<file path="config.mk">
export PLATFORM = sky130hd
export DESIGN_NAME = fiap_ctrl
export DESIGN_NICKNAME = d
export VERILOG_FILES = /design/src/core/fiap_pkg.sv /design/src/core/fiap_ctrl.sv
export SDC_FILE = /design/constraint.sdc
export NUM_CORES = 1
export LEC_CHECK = 0
export BUFFER_PORTS_ARGS = -buffer_cell sky130_fd_sc_hd__buf_2
export CORE_ASPECT_RATIO = 1.5
export CORE_MARGIN = 2
export CORE_UTILIZATION = 41
export CTS_BUF_LIST = sky130_fd_sc_hd__clkbuf_16
export DETAILED_ROUTE_END_ITERATION = 7
export PLACE_DENSITY_LB_ADDON = 0.2
export SLEW_MARGIN = 10
export SYNTH_ARGS = -nofsm -noshare
export SYNTH_HDL_FRONTEND = slang
export SYNTH_SLANG_ARGS = --single-unit
</file>
<file path="constraint.sdc">
create_clock -name pclk -period 3.4 [get_ports pclk]
set_input_delay 0.17 -clock pclk [delete_from_list [all_inputs] [get_ports pclk]]
set_output_delay 0.17 -clock pclk [all_outputs]
set_load 0.05 [all_outputs]
</file>
<file path="src/core/fiap_pkg.sv">
// Package for the flash in-application access controller
package fiap_pkg;

	// APB register byte offsets
	localparam logic [7:0] FIAP_CTRL_OFS = 8'h00;
	localparam logic [7:0] FIAP_ADDR_LOW_OFS = 8'h04;
	localparam logic [7:0] FIAP_ADDR_HIGH_OFS = 8'h08;
	localparam logic [7:0] FIAP_DATA_LOW_OFS = 8'h0c;
	localparam logic [7:0] FIAP_DATA_HIGH_OFS = 8'h10;
	localparam logic [7:0] FIAP_AUX_LOW_OFS = 8'h14;
	localparam logic [7:0] FIAP_AUX_HIGH_OFS = 8'h18;
	localparam logic [7:0] FIAP_STATUS_OFS = 8'h1c;

	// Control register bit positions
	localparam int FIAP_MODE_LSB = 0;
	localparam int FIAP_READ_EN_POS = 4;
	localparam int FIAP_READ_REQ_POS = 5;
	localparam int FIAP_TRIG_POS = 6;
	localparam int FIAP_ARM_POS = 7;
	localparam int FIAP_UNLOCK_POS = 8;
	localparam int FIAP_CLR_BUF_POS = 9;
	localparam int FIAP_TSEL_POS = 10;

	// Status register bit positions
	localparam int FIAP_STALL_POS = 0;
	localparam int FIAP_REFUSED_POS = 1;

	// Operation mode codes
	localparam logic [2:0] FIAP_MODE_PROG = 3'h0;
	localparam logic [2:0] FIAP_MODE_ERASE = 3'h1;
	localparam logic [2:0] FIAP_MODE_READ = 3'h3;
	localparam logic [2:0] FIAP_MODE_UNLOCK = 3'h6;

	// Page geometry: 32 words, page number from address bits 11..5
	localparam int FIAP_PAGE_WORDS = 32;
	localparam int FIAP_WIDX_W = 5;
	localparam int FIAP_PAGE_W = 7;
	localparam int FIAP_ADDR_W = 12;

	// Unlock pattern, low bytes 1..3 then high bytes 1..3
	localparam logic [47:0] FIAP_UNLOCK_PAT = 48'h00_0d_c3_04_09_40;

	// Timing, 100 MHz clock
	localparam int FIAP_CLK_NS = 10;
	localparam int FIAP_READ_CYC = 3;
	localparam int FIAP_CNT_W = 20;
	localparam int FIAP_UNLOCK_US = 10;
	localparam int FIAP_UNLOCK_CYC = FIAP_UNLOCK_US * 1000 / FIAP_CLK_NS;
	localparam int FIAP_OP_SHORT_US = 2000;
	localparam int FIAP_OP_LONG_US = 4000;

	// Flash array side request carrier
	typedef struct packed {
		logic rd;
		logic erase;
		logic prog;
		logic [FIAP_ADDR_W-1:0] addr;
		logic [15:0] wdata;
	} fiap_flash_req_t;

endpackage : fiap_pkg

</file>
<file path="src/core/fiap_ctrl.sv">
// Flash in-application read, erase and program controller with APB slave
`timescale 1ns/1ns
module fiap_ctrl #(
	parameter int OP_SHORT_CYC = fiap_pkg::FIAP_OP_SHORT_US * 1000 /
		fiap_pkg::FIAP_CLK_NS,
	parameter int OP_LONG_CYC = fiap_pkg::FIAP_OP_LONG_US * 1000 /
		fiap_pkg::FIAP_CLK_NS,
	parameter int UNLOCK_CYC = fiap_pkg::FIAP_UNLOCK_CYC
) (
	input wire logic pclk,
	input wire logic presetn,
	input wire logic psel,
	input wire logic penable,
	input wire logic pwrite,
	input wire logic [7:0] paddr,
	input wire logic [31:0] pwdata,
	output logic [31:0] prdata,
	output logic pready,
	output logic pslverr,
	output fiap_pkg::fiap_flash_req_t flash_req,
	input wire logic [15:0] flash_rdata,
	output logic cpu_stall
);
	import fiap_pkg::*;

	typedef enum logic [1:0] {FIAP_IDLE, FIAP_READ, FIAP_OP} fiap_state_t;

	// ----------------------------------------------------------------
	// State
	// ----------------------------------------------------------------
	fiap_state_t state_q, state_d;
	logic [2:0] mode_q, mode_d;
	logic rden_q, rden_d, rreq_q, rreq_d, trig_q, trig_d;
	logic arm_q, arm_d, unlock_q, unlock_d, tsel_q, tsel_d;
	logic refused_q, refused_d, erase_op_q, erase_op_d;
	logic [FIAP_ADDR_W-1:0] addr_q, addr_d;
	logic [15:0] data_q, data_d;
	logic [7:0] dlow_q, dlow_d;
	logic [47:0] aux_q, aux_d;
	logic [FIAP_CNT_W-1:0] cnt_q, cnt_d;
	logic [FIAP_CNT_W-1:0] ucnt_q, ucnt_d;
	logic [FIAP_WIDX_W-1:0] widx_q, widx_d, pidx_q, pidx_d;
	logic [15:0] buf_q [FIAP_PAGE_WORDS];
	logic [FIAP_PAGE_WORDS-1:0] bvalid_q, bvalid_d;
	logic buf_we;
	logic [31:0] prdata_d;
	logic pslverr_d, pready_d, stall_d;
	fiap_flash_req_t req_d;
	logic wr_acc, rd_acc;

	assign wr_acc = psel && penable && pwrite && !pready;
	assign rd_acc = psel && penable && !pwrite && !pready;

	// ----------------------------------------------------------------
	// Next state
	// ----------------------------------------------------------------
	always_comb begin
		state_d = state_q;
		mode_d = mode_q;
		rden_d = rden_q;
		rreq_d = rreq_q;
		trig_d = trig_q;
		arm_d = arm_q;
		unlock_d = unlock_q;
		tsel_d = tsel_q;
		refused_d = refused_q;
		erase_op_d = erase_op_q;
		addr_d = addr_q;
		data_d = data_q;
		dlow_d = dlow_q;
		aux_d = aux_q;
		cnt_d = cnt_q;
		ucnt_d = ucnt_q;
		widx_d = widx_q;
		pidx_d = pidx_q;
		bvalid_d = bvalid_q;
		buf_we = 1'b0;
		prdata_d = '0;
		pslverr_d = 1'b0;
		pready_d = 1'b0;
		req_d = '0;
		// APB access completes in one wait cycle; held off while stalled
		if (psel && penable && !pready && state_q == FIAP_IDLE) begin
			pready_d = 1'b1;
		end
		if (wr_acc && state_q == FIAP_IDLE) begin
			unique case (paddr)
			FIAP_CTRL_OFS: begin
				mode_d = pwdata[FIAP_MODE_LSB +: 3];
				rden_d = pwdata[FIAP_READ_EN_POS];
				tsel_d = pwdata[FIAP_TSEL_POS];
				// Unlock flag may only be cleared by software
				if (!pwdata[FIAP_UNLOCK_POS]) begin
					unlock_d = 1'b0;
				end
				if (pwdata[FIAP_CLR_BUF_POS]) begin
					bvalid_d = '0;
					widx_d = '0;
				end
				if (pwdata[FIAP_ARM_POS] && !arm_q &&
						pwdata[FIAP_MODE_LSB +: 3] == FIAP_MODE_UNLOCK) begin
					arm_d = 1'b1;
					ucnt_d = FIAP_CNT_W'(UNLOCK_CYC);
					aux_d = '0;
				end
				if (pwdata[FIAP_READ_REQ_POS] && pwdata[FIAP_READ_EN_POS] &&
						pwdata[FIAP_MODE_LSB +: 3] == FIAP_MODE_READ) begin
					rreq_d = 1'b1;
					state_d = FIAP_READ;
					cnt_d = FIAP_CNT_W'(FIAP_READ_CYC - 1);
					req_d.rd = 1'b1;
					req_d.addr = addr_q;
				end else if (pwdata[FIAP_TRIG_POS] &&
						(pwdata[FIAP_MODE_LSB +: 3] == FIAP_MODE_PROG ||
						pwdata[FIAP_MODE_LSB +: 3] == FIAP_MODE_ERASE)) begin
					if (unlock_d) begin
						trig_d = 1'b1;
						state_d = FIAP_OP;
						refused_d = 1'b0;
						erase_op_d = pwdata[FIAP_MODE_LSB +: 3] == FIAP_MODE_ERASE;
						pidx_d = '0;
						cnt_d = pwdata[FIAP_TSEL_POS] ? FIAP_CNT_W'(OP_LONG_CYC)
							: FIAP_CNT_W'(OP_SHORT_CYC);
					end else begin
						refused_d = 1'b1;
					end
				end
			end
			FIAP_ADDR_LOW_OFS: begin
				addr_d[7:0] = pwdata[7:0];
				widx_d = pwdata[FIAP_WIDX_W-1:0];
			end
			FIAP_ADDR_HIGH_OFS: begin
				addr_d[FIAP_ADDR_W-1:8] = pwdata[FIAP_ADDR_W-9:0];
			end
			FIAP_DATA_LOW_OFS: begin
				dlow_d = pwdata[7:0];
			end
			FIAP_DATA_HIGH_OFS: begin
				// High byte completes a buffer word; index stops at page end
				buf_we = 1'b1;
				bvalid_d[widx_q] = 1'b1;
				if (widx_q != FIAP_WIDX_W'(FIAP_PAGE_WORDS - 1)) begin
					widx_d = widx_q + 1'b1;
				end
			end
			FIAP_AUX_LOW_OFS: begin
				if (arm_q) begin
					aux_d[47:24] = pwdata[23:0];
				end
			end
			FIAP_AUX_HIGH_OFS: begin
				if (arm_q) begin
					aux_d[23:0] = pwdata[23:0];
				end
			end
			default: begin
				pslverr_d = 1'b1;
			end
			endcase
		end else if (rd_acc && state_q == FIAP_IDLE) begin
			unique case (paddr)
			FIAP_CTRL_OFS: begin
				prdata_d[FIAP_MODE_LSB +: 3] = mode_q;
				prdata_d[FIAP_READ_EN_POS] = rden_q;
				prdata_d[FIAP_READ_REQ_POS] = rreq_q;
				prdata_d[FIAP_TRIG_POS] = trig_q;
				prdata_d[FIAP_ARM_POS] = arm_q;
				prdata_d[FIAP_UNLOCK_POS] = unlock_q;
				prdata_d[FIAP_TSEL_POS] = tsel_q;
			end
			FIAP_ADDR_LOW_OFS: prdata_d[7:0] = addr_q[7:0];
			FIAP_ADDR_HIGH_OFS: prdata_d[FIAP_ADDR_W-9:0] = addr_q[FIAP_ADDR_W-1:8];
			FIAP_DATA_LOW_OFS: prdata_d[7:0] = data_q[7:0];
			FIAP_DATA_HIGH_OFS: prdata_d[7:0] = data_q[15:8];
			FIAP_AUX_LOW_OFS: prdata_d[23:0] = aux_q[47:24];
			FIAP_AUX_HIGH_OFS: prdata_d[23:0] = aux_q[23:0];
			FIAP_STATUS_OFS: begin
				prdata_d[FIAP_STALL_POS] = cpu_stall;
				prdata_d[FIAP_REFUSED_POS] = refused_q;
			end
			default: pslverr_d = 1'b1;
			endcase
		end
		// Unlock timer: flag set only on exact pattern, arm drops regardless
		if (arm_q) begin
			if (ucnt_q == '0) begin
				arm_d = 1'b0;
				unlock_d = unlock_d || (aux_q == FIAP_UNLOCK_PAT);
			end else begin
				ucnt_d = ucnt_q - 1'b1;
			end
		end
		unique case (state_q)
		FIAP_IDLE: begin
		end
		FIAP_READ: begin
			// Data registers update with the clear of the request
			if (cnt_q == '0) begin
				data_d = flash_rdata;
				rreq_d = 1'b0;
				state_d = FIAP_IDLE;
			end else begin
				cnt_d = cnt_q - 1'b1;
			end
		end
		FIAP_OP: begin
			if (erase_op_q) begin
				// Single page erase command on first cycle
				req_d.erase = cnt_q == (tsel_q ? FIAP_CNT_W'(OP_LONG_CYC)
					: FIAP_CNT_W'(OP_SHORT_CYC));
				req_d.addr = {addr_q[FIAP_ADDR_W-1 -: FIAP_PAGE_W],
					FIAP_WIDX_W'(0)};
			end else if (pidx_q != FIAP_WIDX_W'(FIAP_PAGE_WORDS - 1) ||
					bvalid_q[pidx_q]) begin
				// Stream loaded buffer words into the page
				req_d.prog = bvalid_q[pidx_q];
				req_d.addr = {addr_q[FIAP_ADDR_W-1 -: FIAP_PAGE_W], pidx_q};
				req_d.wdata = buf_q[pidx_q];
				if (pidx_q != FIAP_WIDX_W'(FIAP_PAGE_WORDS - 1)) begin
					pidx_d = pidx_q + 1'b1;
				end else begin
					bvalid_d[pidx_q] = 1'b0;
				end
			end
			if (cnt_q == '0) begin
				trig_d = 1'b0;
				state_d = FIAP_IDLE;
			end else begin
				cnt_d = cnt_q - 1'b1;
			end
		end
		endcase
		stall_d = state_d != FIAP_IDLE;
	end

	// ----------------------------------------------------------------
	// Registers
	// ----------------------------------------------------------------
	always_ff @(posedge pclk or negedge presetn) begin
		if (!presetn) begin
			state_q <= FIAP_IDLE;
			mode_q <= '0;
			rden_q <= 1'b0;
			rreq_q <= 1'b0;
			trig_q <= 1'b0;
			arm_q <= 1'b0;
			unlock_q <= 1'b0;
			tsel_q <= 1'b0;
			refused_q <= 1'b0;
			erase_op_q <= 1'b0;
			addr_q <= '0;
			data_q <= '0;
			dlow_q <= '0;
			aux_q <= '0;
			cnt_q <= '0;
			ucnt_q <= '0;
			widx_q <= '0;
			pidx_q <= '0;
			bvalid_q <= '0;
			prdata <= '0;
			pready <= 1'b0;
			pslverr <= 1'b0;
			flash_req <= '0;
			cpu_stall <= 1'b0;
		end else begin
			state_q <= state_d;
			mode_q <= mode_d;
			rden_q <= rden_d;
			rreq_q <= rreq_d;
			trig_q <= trig_d;
			arm_q <= arm_d;
			unlock_q <= unlock_d;
			tsel_q <= tsel_d;
			refused_q <= refused_d;
			erase_op_q <= erase_op_d;
			addr_q <= addr_d;
			data_q <= data_d;
			dlow_q <= dlow_d;
			aux_q <= aux_d;
			cnt_q <= cnt_d;
			ucnt_q <= ucnt_d;
			widx_q <= widx_d;
			pidx_q <= pidx_d;
			bvalid_q <= bvalid_d;
			prdata <= prdata_d;
			pready <= pready_d;
			pslverr <= pslverr_d;
			flash_req <= req_d;
			cpu_stall <= stall_d;
		end
	end

	// Write buffer storage, no reset needed
	always_ff @(posedge pclk) begin
		if (buf_we) begin
			buf_q[widx_q] <= {pwdata[7:0], dlow_q};
		end
	end

endmodule : fiap_ctrl

</file>
# Word level (Yosys, flattened, before mapping)

Memory sizes are Yosys's and may differ from the RTL's.
Cells that the tools add are included.

$lt $le $gt $ge: 4
Equality and inequality tests: 21
$add $sub $neg: 4
Mux-type cells: 106
Reduce and logical (&&, ||, !) cells: 44
Bitwise gates (word level): 4

Operators by type and width:

| cell                  | count |
|---|---|
| $mux 20               | 12 |
| $mux 32               | 6 |
| $pmux 24 s2           | 2 |
| $mux 24               | 3 |
| $pmux 32 s2           | 1 |
| $mux 5                | 11 |
| $eq 48x36->1 const B  | 1 |
| $mux 12               | 4 |
| $mux 48               | 1 |
| $mux 1                | 42 |
| $logic_not 20->1      | 2 |
| $sub 20x1->20 const B | 2 |
| $mux 19               | 2 |
| $and 32x32->32        | 1 |
| $eq 8x5->1 const B    | 4 |
| $not 32->32           | 1 |
| $or 32x32->32         | 1 |
| $mux 30               | 1 |
| $mux 29               | 1 |
| $pmux 13 s2           | 1 |
| $pmux 4 s6            | 1 |
| $eq 20x19->1          | 1 |
| $eq 8x4->1 const B    | 2 |
| $logic_and 1x1->1     | 16 |
| other kinds (35)      | 64 |

Bits of input ports: 61
Output and inout port bits: 66
RAM bits: 512
Memories kept: 1
Bits in registers: 237
Word-level logic and storage cells: 214

Memory list:

| memory | words | bits a word | rd ports | clocked after Yosys merged registers in | write ports | line            | source |
|---|---|---|---|---|---|---|---|
| buf_q  | 32    | 16          | 1        | 0                                       | 1           | fiap_ctrl.sv:43 | `logic [15:0] buf_q [FIAP_PAGE_WORDS];` |

# Depth between registers and ports, before layout

Gate-level depths: netlist (run 1).

Depth in word-level cells: 14
Depth in mapped cells: 11
Depth with buffers taken out: 9

# Least setup slack after synthesis (run 1)

No wires, ideal clock.

Path type: reg-to-reg
Start: reg pready
End: mem buf_q[24][0] (enable)
Arrival time: 2.394 ns
Path buffers: 1
Period minus slack after synthesis: 2.782 ns
Setup time: 0.388 ns
Data required time: 3.012 ns
Stages on the path, launching flop included: 7
Slack: 0.618 ns
Cell sequence: dfrtp_1 and4b_1 clkbuf_1 nand2_1 nor3_2 nand2_1 nor2_1

Longest elaborated chain between the ends: 6

Ends and longest elaborated chain:

| element                      | line             | source |
|---|---|---|
| start: declaration           | fiap_ctrl.sv:18  | `output logic pready,` |
| start signal: assignment     | fiap_ctrl.sv:287 | `pready <= pready_d;` |
| $logic_not 1->1              | fiap_ctrl.sv:51  | `assign wr_acc = psel && penable && pwrite && !pready;` |
| $logic_and 1x1->1            | fiap_ctrl.sv:51  |  |
| $logic_and 1x1->1            | fiap_ctrl.sv:86  | `if (wr_acc && state_q == FIAP_IDLE) begin` |
| $mux 1                       | fiap_ctrl.sv:86  |  |
| $mux 1                       | fiap_ctrl.sv:296 | `if (buf_we) begin` |
| $mux 1 (not written as such) | fiap_ctrl.sv:297 | `buf_q[widx_q] <= {pwdata[7:0], dlow_q};` |
| end: declaration             | fiap_ctrl.sv:43  |  |

No other way between the ends.

==> impl_results.md, run 1 <==
- Status: completed
- Vias in the first global route: between 15000 and 20000
- Largest cells by area after synthesis: edfxtp_1, dfrtp_1, mux4_2
- Yosys top cell area share: 0.502
- Hold crit path type: in -> reg
- Setup Buffers After CTS: 0
- First-pass GRT wire length: 121000 um
- DR iter-0 viols: between 1000 and 1500
- Drt pass-1 iters: 5
- H-tree depth: 3
- Seq pwr share: 0.545
- Post-synth EDFFs: 512
- Synth-to-layout area growth: 15.3%
- Net Sw Frac: 0.208
- Initial Util: 0.414
- Met1 wire length: between 30000 and 40000 um
- Internal power: about 14000 uW
- Avg Inst Size Synth: between 15 and 20 um^2
- Worst Tran Pin Value: around 1.2 ns
- CTS max path bufs: 3
- Metal2 WL: 42300 um
- Setup_tns: 0 ns
- Post-synthesis cell type count: a little under 90
- CP Capture Type: flip-flop
- Pleak: between 0.01 and 0.015 uW
- CTS tree: built
- Clk pwr share: 0.438
- Avg WL per Cell: ~25 um
- Antenna Violating Nets Remaining: 0
- Area after DPL: 32600 um^2
- Final setup violation count: 0
- DRC: 0
- Cell Pwr Density: between 500 and 600 nW/um^2
- Root Buffer: clkbuf_16
- Startpoint type of the worst setup path: flip-flop
- Dominant cell type by area after synthesis: edfxtp_1
- Skew-Pair Late Insertion Delay: between 0.6 and 0.7 ns
- Row cnt: 122
- Die ar.: between 70000 and 80000 um^2
- Seq cells post-synth: 749
- Uppermost routed layer: met4
- Met3 wire length: 3660 um
- GRT Total Usage: 0.212
- Placed Instances: about 3000
- Core area: 73900 um^2
- Ys async rst share: 0.316
- Data arrival time of the critical path: between 3 and 4 ns
- WL final: approximately 80000 um
- Psw: ~3700 uW
- # nets final: between 2000 and 2500
- Final Cell Area: approximately 35000 um^2
- Ys Warns: 0
- Worst Path Required: roughly 3.9 ns
- Die H: approximately 340 um
- Critical path type: reg -> reg
- Final Hold Viols: 0
- Post-synthesis cell area: 30600 um^2
- PortBufs: 110
- Combinational Power Share: 0.017
- Ports: between 100 and 150
- Initial antenna violation count: 0
- Clock-pin transition on the worst setup and hold timing paths: 0.07 ns
- Setup WS pre-CTS: between 0.4 and 0.5 ns
- Vias/cell: around 5.7
- RSZ-0062 raised after global routing: no
- Die W: ~230 um
- Register area share after synthesis: 0.696
- Cts bufs inserted: a little over 70
- Maxcap violations: 0
- Hpwl dp: around 51000 um
- Period minus WS final: 3.01 ns
- Max frequency: 333 MHz
- Grt ovf: 0
- Global placer's final weighted congestion: 0.910
- Synthesized instance count: a little under 2000
- Fin. max-slew vios: 0
- Number of clock sinks: ~750
- Share of cells above drive strength 1: 0.236
- Final period utilization: 0.884
- Non-filler cells, final: approximately 3200
- Final Worst Setup Slack: 0.394 ns
- Clock skew: slightly below 0.04 ns
- Via Count: between 15000 and 20000
- Crit path max fanout: 20
- Most common flop cell mapped by yosys: edfxtp_1
- Max VDD drop: between 0.0004 and 0.0005 V
- Pin count of the biggest net entering global routing: between 100 and 150
- Relative slew slack: 0.205
cell families (layout without fill, tap and decap cells):
kind of cell | count (synthesis) | in the layout | share of synthesized area
other cells | 1 | 9 | 0.000122
flops | 749 | 749 | 0.696
simple gates | 489 | 489 | 0.0849
xor+xnor | 13 | 13 | 0.00372
fa+ha+maj | 16 | 16 | 0.00654
compound gates | 338 | 338 | 0.0721
buf+inv | 130 | 388 | 0.0203
mux | 186 | 186 | 0.117
routing by layer:
layer	global-route usage	vias up
li1	-	7936
met1	0.263	9355
met2	0.373	551
met3	0.0288	143
met4	0.0855	0
met5	0	-
final cells by class:
class                      instances  area, um^2
fill                            6349       38600
sequential                       749       21300
multi-input combinational       1050        8730
clock buffer                      73        1830
timing repair buffer             242        1690
tap                              992        1240
clock inverter                    57         438
inverter                          16        60.1
antenna                            1        2.50
per-stage QoR:
stage / power, uW / hold slack (ns) / utilization
after detailed placement: 10200 / 0.266 / 0.442
after floorplan: 9970 / -0.126 / -
after CTS: 18000 / 0.0282 / 0.478
after global placement: 10200 / 0.248 / 0.442
final: 17800 / 0.0739 / 0.478
after global routing: 18400 / 0.0752 / 0.478
cell usage after synthesis, types with 5 or more instances:
cell and instances:
mux2i_1 16, buf_1 14, a21oi_1 59, or2_2 5
mux2_2 35, nor2_1 103, xnor2_1 6, o211ai_1 14
o31ai_1 6, a221oi_1 8, nor4_4 11, a31oi_1 8
and3_1 19, nand2b_1 19, nor2b_1 8, a22o_1 5
o21ai_0 80, a311oi_1 6, nor3_1 24, o21ai_1 8
nand4_1 9, edfxtp_1 512, o22ai_1 38, xor2_1 7
or3_1 10, or4_1 5, clkbuf_1 52, buf_4 13
nand3_1 21, and2_1 9, nand2_1 177, nand3b_1 8
a22oi_1 62, ha_1 16, o22a_1 12, nor4_1 25
inv_1 15, mux4_2 133, buf_2 30, dfrtp_1 237
what timing repair did:
item / 4_1_cts / 5_1_grt
resized for setup: 0 / 0
setup endpoints to repair: 0 / 0
hold buffers: 39 / 0
hold endpoints to repair: 155 / 0
state kept, by name, summed over array words and instances (netlist names), 2 cells and up:
signal and cells:
mode_q 3, ucnt_q 20, widx_q 5, addr_q 12, bvalid_q 32, prdata 24, aux_q 48, flash_req 31
data_q 16, state_q 2, dlow_q 8, buf_q 512, cnt_q 20, pidx_q 5
final timing paths:
| path | start | end | slack (ns) | depth (start not counted) |
|---|---|---|---|---|
| worst max-delay path | pidx_q[0] | flash_req[0] | 0.39 | 7 |
| worst min-delay path | paddr[0] | prdata[3] | 0.07 | 4 |
| worst max register to register | pidx_q[0] | flash_req[0] | 0.39 | 7 |
| worst min register to register | ucnt_q[16] | ucnt_q[16] | 0.49 | 1 |
| max in group asynchronous | presetn | flash_req[0] | 2.23 | 3 |
| min in group asynchronous | presetn | prdata[11] | 0.18 | 2 |
worst max-delay path, stage by stage, from the launching register on:
cell and delay, ns:
dfrtp_4 0.60, buf_4 0.42, mux2i_1 0.27, o22ai_2 0.08, o31ai_1 0.36, and3_1 0.44, a21o_4 0.46, nor4_1 0.15
placed cells by master, fill, tap and decap left out, types with 11 or more instances in the layout:
cell	n
edfxtp_1	512
dfrtp_1	232
nand2_1	177
mux4_2	133
buf_2	109
nor2_1	102
buf_4	89
o21ai_0	80
clkbuf_16	73
a22oi_1	62
a21oi_1	59
dlygate4sd3_1	39
o22ai_1	38
mux2_2	35
inv_1	28
nor4_1	25
nor3_1	23
nand3_1	21
nand2b_1	19
and3_1	19
mux2i_1	16
ha_1	16
o211ai_1	14
clkinv_1	14
o22a_1	12
nor4_4	11
clkinvlp_4	11
power groups by stage:
stage	clock [uW]	combinational (uW)	sequential (uW)
finish	7810	294	9720
detailed placement	0	263	9910
CTS	7980	299	9720
global placement	0	255	9910
global route	8320	319	9710
floorplan	0	65.4	9910
(Power assumes the default switching activity.)
==> run 2, diff against run 1 <==
--- a/config.mk
+++ b/config.mk
@@ -6,12 +6,14 @@
 export NUM_CORES = 1
 export LEC_CHECK = 0
 export BUFFER_PORTS_ARGS = -buffer_cell sky130_fd_sc_hd__buf_2
+export CAP_MARGIN = 20
 export CORE_ASPECT_RATIO = 1.5
 export CORE_MARGIN = 2
 export CORE_UTILIZATION = 41
 export CTS_BUF_LIST = sky130_fd_sc_hd__clkbuf_16
 export DETAILED_ROUTE_END_ITERATION = 7
 export PLACE_DENSITY_LB_ADDON = 0.2
+export RECOVER_POWER = 25
 export SLEW_MARGIN = 10
 export SYNTH_ARGS = -nofsm -noshare
 export SYNTH_HDL_FRONTEND = slang
==> run 2 against run 1 <==
The run now ends with capacitance limit, slew limit left. Clock skew fell by 0.014 ns. Register-to-register slack lost 0.02 ns. Final cell count grew 0.22%. Largest cell class unchanged.
==> impl_results.md, run 2 (synthesis gave the netlist of run 1 again) <==
- Vias/cell: 5.69 (+0.64%)
- Core area: 73900 um^2 (unchanged)
- Avg WL per Cell: 25.1 um (-0.40%)
- Initial Util: 0.414 (unchanged)
- Final Cell Area: 35400 um^2 (+0.19%)
- Ports: 127 (unchanged)
- Clock-pin transition on the worst setup and hold timing paths: 0.07 ns (about the same)
- Synth-to-layout area growth: 15.5%
- Setup Buffers After CTS: 0 (unchanged)
- R2R depth: 6 (-1)
- WL final: 80000 um (-0.18%)
- Post-CTS resize count: 0 (unchanged)
- Worst Path Required: 3.89 ns (+0.04 ns)
- Met1 global-route usage: 0.260 (-0.00323)
- Hpwl dp: 51200 um (+0.49%)
- R2R Setup Slk: 0.38 ns (-0.02 ns)
- Cts bufs inserted: 72 (+1.4%)
- Largest regs: buf_q (512), aux_q (48), bvalid_q (32)
- R2r endpoint: flash_req[0]
- Pin count of the biggest net entering global routing: 106 (unchanged)
- Biggest register: buf_q
- Max FFs per register: 512 (unchanged)
- Critical path type: reg -> reg
- CP Launch Point: pidx_q[2]
- CTS max path bufs: 3 (unchanged)
- Final setup violation count: 0 (unchanged)
- FF-to-FF Start: pidx_q[2]
- Row cnt: 122 (unchanged)
- Final Hold Viols: 0 (unchanged)
- Final Worst Setup Slack: 0.378 ns (-0.0165 ns)
- CTS tree: built
- Data arrival time of the critical path: 3.51 ns (+0.06 ns)
- PortBufs: 110 (unchanged)
- Initial antenna violation count: 1 (+1)
- First-pass GRT wire length: 120000 um (-0.51%)
- Max VDD drop: 0.000395 V (-7.3%)
- DRC: 0 (unchanged)
- Root Buffer: clkbuf_16
- Share of cells above drive strength 1: 0.229 (-0.00668)
- Antenna Violating Nets Remaining: 0 (unchanged)
- Final Core Density: 0.479 (+0.000898)
- Max frequency: 331 MHz (-0.54%)
- Drt pass-1 iters: 5 (unchanged)
- Met3 usage: 0.0303 (+0.00156)
- Number of clock sinks: 749 (unchanged)
- Cell Pwr Density: 507 nW/um^2 (+0.54%)
- Commonest non-fill, non-tap cell in the layout: edfxtp_1
- Die H: 339 um (unchanged)
- Relative slew slack: -0.745 (-0.950)
- Crit path max fanout: 16 (-20%)
- # nets final: 2212 (+0.23%)
- Pleak: 0.0135 uW (+0.38%)
- Area after DPL: 32700 um^2 (+0.22%)
- Maxcap violations: 7 (+7)
- Commonest non-fill, non-tap cells in the layout: edfxtp_1, dfrtp_1, nand2_1, mux4_2, buf_2
- H-tree depth: 3 (unchanged)
- Setup_tns: 0 ns (unchanged)
- DR iter-0 viols: 1473 (-0.41%)
- Vias in the first global route: 18828 (+0.27%)
- Fin. max-slew vios: 323 (+323)
- Final period utilization: 0.889 (+0.00484)
- Period minus WS final: 3.02 ns (+0.0165 ns)
- GRT Total Usage: 0.212 (-0.000724)
- Worst Tran Pin Value: 2.62 ns (+1.42 ns)
- Skew-Pair Late Insertion Delay: 0.63 ns (about the same)
- Status: complete, but fails checks
- RSZ-0062 raised after global routing: no
- M2 GR Usage: 0.377 (+0.00394)
- Hold Path Depth: 5 (+1)
- Failing checks: capacitance limit, slew limit
- Global placer's final weighted congestion: 0.910 (unchanged)
- CP Capture Type: flip-flop
- Startpoint type of the worst setup path: flip-flop
- Die W: 227 um (unchanged)
- Die ar.: 76900 um^2 (unchanged)
- Clock skew: 0.0242 ns (-0.0143 ns)
- Hold crit path type: in -> reg
- Most Crowded Layer GR: met2
- Setup crit end: flash_req[0]
- Design Power: 18000 uW (+0.73%)
- Cts hold-fix bufs: 38 (-2.6%)
- Setup WS pre-CTS: 0.425 ns (+0.00827 ns)
- Via Count: 18140 (+0.86%)
- Grt ovf: 0 (unchanged)
run 2: changes by cell type in the layout (fill, tap and decap cells not counted), moves of 6 or more:
cell,before,now
buf_2,109,103
buf_4,89,82
clkbuf_1,0,15
clkinvlp_4,11,2
clkinv_2,6,12
run 2: power by group:
group          leakage [uW]  internal [uW]  switching, uW
registers           0.00838           9720           5.87
logic               0.00398           75.4            210
clock network       0.00119           4440           3510
run 2: worst min path at each step:
stage | start | end | slack, ns
after floorplan | presetn | addr_q[0] | -0.13
after global placement | presetn | aux_q[11] | 0.25
after detailed placement | presetn | prdata[11] | 0.27
after CTS | pwdata[0] | erase_op_q | 0.009
after global routing | paddr[0] | prdata[3] | 0.09
final | paddr[4] | prdata[3] | 0.06
run 2: area by class of cell:
class / instances / area, um^2
sequential: 749 / 21300
timing repair buffer: 246 / 1710
fill: 6361 / 38500
inverter: 16 / 60.1
clock inverter: 59 / 470
clock buffer: 74 / 1850
tap: 992 / 1240
multi-input combinational: 1050 / 8730
antenna: 1 / 2.50
run 2: per-stage QoR:
step | hold slack (ns) | std cells
3_5_place_dp | 0.271 | 3013
3_3_place_gp | 0.248 | 3009
5_1_grt | 0.0850 | 3186
4_1_cts | 0.00877 | 3184
2_1_floorplan | -0.126 | 1929
6_report | 0.0642 | 3187
run 2: critical path, cell delays in order, from the launching register on:
cell and delay (ns):
dfrtp_1 0.69, nand3b_1 0.56, o21ai_0 0.35, o31ai_1 0.14
and3_1 0.30, a21o_4 0.42, nor4_1 0.40
run 2: layer usage:
metal	vias up	routed length (um)
li1	7931	-
met1	9487	30600
met2	573	42600
met3	149	3980
met4	0	2750
met5	-	0
==> run 3, diff against run 2 <==
--- a/config.mk
+++ b/config.mk
@@ -9,8 +9,9 @@
 export CAP_MARGIN = 20
 export CORE_ASPECT_RATIO = 1.5
 export CORE_MARGIN = 2
-export CORE_UTILIZATION = 41
+export CORE_UTILIZATION = 29
 export CTS_BUF_LIST = sky130_fd_sc_hd__clkbuf_16
+export CTS_CLUSTER_SIZE = 24
 export DETAILED_ROUTE_END_ITERATION = 7
 export PLACE_DENSITY_LB_ADDON = 0.2
 export RECOVER_POWER = 25
==> run 3 against run 2 <==
The run still ends with capacitance limit, slew limit left. Setup slack got worse by 0.046 ns. Die area rose by 41%. Total power fell by 0.32%. Critical endpoint unchanged. Clock power fell by 0.8%. Critical path depth did not move. Sequential share of layout area fell by 1.1 points. Core utilization fell by 14 points. Final cell count rose by 13%. Largest power group unchanged. Via count fell by 0.87%. Combinational power rose by 2%.
==> impl_results.md, run 3 (synthesis gave the netlist of run 1 again) <==
- PortBufs: 110 (unchanged)
- Ports: 127 (unchanged)
- Maxcap violations: 10 (+3)
- Clock skew: 0.0275 ns (+0.00328 ns)
- Initial antenna violation count: 4 (+3)
- Drt pass-1 iters: 5 (unchanged)
- Setup WS pre-CTS: 0.314 ns (-0.111 ns)
- # nets final: 2219 (+0.32%)
- R2R Setup Slk: 0.33 ns (-0.05 ns)
- CP Cell Sequence: mux4_2 -> and2b_1 -> nor4_1 -> and3_1 -> a21o_4 -> nor4_1
- Hpwl dp: 56000 um (+9.4%)
- Relative slew slack: -0.817 (-0.0725)
- Largest regs: buf_q (512), aux_q (48), bvalid_q (32)
- Max frequency: 326 MHz (-1.5%)
- Crit path max fanout: 20 (+4)
- DR iter-0 viols: 1258 (-15%)
- Max incr delay on CP: 0.67 ns (-0.02 ns)
- Status: complete, but fails checks
- Vias/cell: 4.98 (-12%)
- Die H: 402 um (+19%)
- Worst Path Required: 3.87 ns (-0.02 ns)
- Fillers: 10219 (+61%)
- Biggest register: buf_q
- Number of clock sinks: 749 (unchanged)
- Pleak: 0.0136 uW (+0.45%)
- Via Count: 17982 (-0.87%)
- Commonest non-fill, non-tap cells in the layout: edfxtp_1, dfrtp_1, nand2_1, mux4_2, buf_2
- Crit path max-delay family: simple AND/OR/NAND/NOR gates
- Final period utilization: 0.902 (+0.0137)
- Startpoint type of the worst setup path: flip-flop
- CTS max path bufs: 3 (unchanged)
- Row cnt: 146 (+20%)
- Initial Util: 0.291 (-0.123)
- Failing checks: capacitance limit, slew limit
- RSZ-0062 raised after global routing: no
- Commonest non-fill, non-tap cell in the layout: edfxtp_1
- CP max stage cell: dfrtp_4
- Final Hold Viols: 0 (unchanged)
- Die ar.: 108000 um^2 (+41%)
- Grt ovf: 0 (unchanged)
- Hold Path Depth: 3 (-2)
- GRT Total Usage: 0.160 (-0.0519)
- Final setup violation count: 0 (unchanged)
- Max VDD drop: 0.000303 V (-23%)
- CP Capture Type: flip-flop
- R2R depth: 6 (unchanged)
- Clock-pin transition on the worst setup and hold timing paths: 0.07 ns (about the same)
- Period minus WS final: 3.07 ns (+0.0464 ns)
- Root Buffer: clkbuf_16
- Antenna Violating Nets Remaining: 0 (unchanged)
- Critical path type: reg -> reg
- Die W: 269 um (+19%)
- Setup_tns: 0 ns (unchanged)
- Cts bufs inserted: 75 (+4.2%)
- R2r endpoint: flash_req[0]
- Data arrival time of the critical path: 3.54 ns (+0.03 ns)
- DRC: 0 (unchanged)
- CTS tree: built
- Hold endpoint: pslverr
- FF-to-FF Start: pidx_q[0]
- Global placer's final weighted congestion: 0.833 (-8.4%)
- Synth-to-layout area growth: 17.8%
- Worst path most repeated cell: nor4_1
- Avg WL per Cell: 24.2 um (-3.7%)
- Post-CTS resize count: 0 (unchanged)
- Critical path buffers and inverters: 0 (unchanged)
- Max FFs per register: 512 (unchanged)
- Storage element area: 21300 um^2 (about the same)
- Multi-input logic area: 8730 um^2 (unchanged)
- First-pass GRT wire length: 129000 um (+7.1%)
- Cell Pwr Density: 496 nW/um^2 (-2.2%)
- Fin. max-slew vios: 408 (+26%)
- HP Start: pwrite
- Share of cells above drive strength 1: 0.227 (-0.00199)
- H-tree depth: 3 (unchanged)
- WL final: 87200 um (+9.0%)
- Pin count of the biggest net entering global routing: 88 (-17%)
- Skew-Pair Late Insertion Delay: 0.63 ns (about the same)
- Worst Tran Pin Value: 2.73 ns (+0.109 ns)
- Final Worst Setup Slack: 0.332 ns (-0.0464 ns)
- Core area: 105000 um^2 (+42%)
- Vias in the first global route: 19044 (+1.1%)
- Hold crit path type: in -> reg
## run 3: final cells by class
type / instances / share of cell area
sequential: 749 / 0.591
multi-input combinational: 1050 / 0.242
timing repair buffer: 250 / 0.0533
clock buffer: 76 / 0.0527
tap: 1406 / 0.0488
clock inverter: 59 / 0.0101
inverter: 16 / 0.00167
antenna: 2 / 0.000139
## run 3: worst max path at each step
| stage | startpoint | end | slack [ns] | cells after the start |
|---|---|---|---|---|
| global route | pidx_q[0] | flash_req[0] | 0.15 | 6 |
| finish | pidx_q[0] | flash_req[0] | 0.33 | 6 |
| global placement | pidx_q[0] | flash_req[1] | 0.39 | 6 |
| CTS | pidx_q[0] | flash_req[0] | 0.28 | 6 |
| detailed placement | pidx_q[0] | flash_req[0] | 0.31 | 6 |
| floorplan | pready | buf_q[24][0] | 0.62 | 6 |
## run 3: through the flow
step / total power (uW) / utilization / instance area [um^2] / cells / hold WS (ns)
2_1_floorplan: 9970 / - / 30600 / 1929 / -0.126
3_3_place_gp: 10200 / 0.318 / 33400 / 3432 / 0.242
3_5_place_dp: 10200 / 0.318 / 33400 / 3432 / 0.261
4_1_cts: 18100 / 0.343 / 36100 / 3605 / 0.0156
5_1_grt: 18500 / 0.343 / 36100 / 3607 / 0.0316
6_report: 17900 / 0.343 / 36100 / 3608 / 0.0401
## run 3: power by group
part	switching (uW)	internal, uW	total [uW]
logic	215	74.8	290
registers	6.20	9720	9730
clock network	3530	4350	7880
## run 3: layer usage
layer  global-route usage  wire length (um)
met1                0.192             35100
met2                0.291             46000
met3               0.0205              3400
met4               0.0577              2750
met5                    0                 0
## run 3: worst register-to-register path: cells and delay by family (launching register included)
kind            cells  cell delay, ns
simple gates        4            1.24
flops               1            0.67
mux                 1            0.55
compound gates      1            0.46
## run 3: what timing repair did
item | CTS | global route
endpoints found under the hold margin | 143 | 0
hold buffers | 38 | 0
setup buffers | 0 | 0
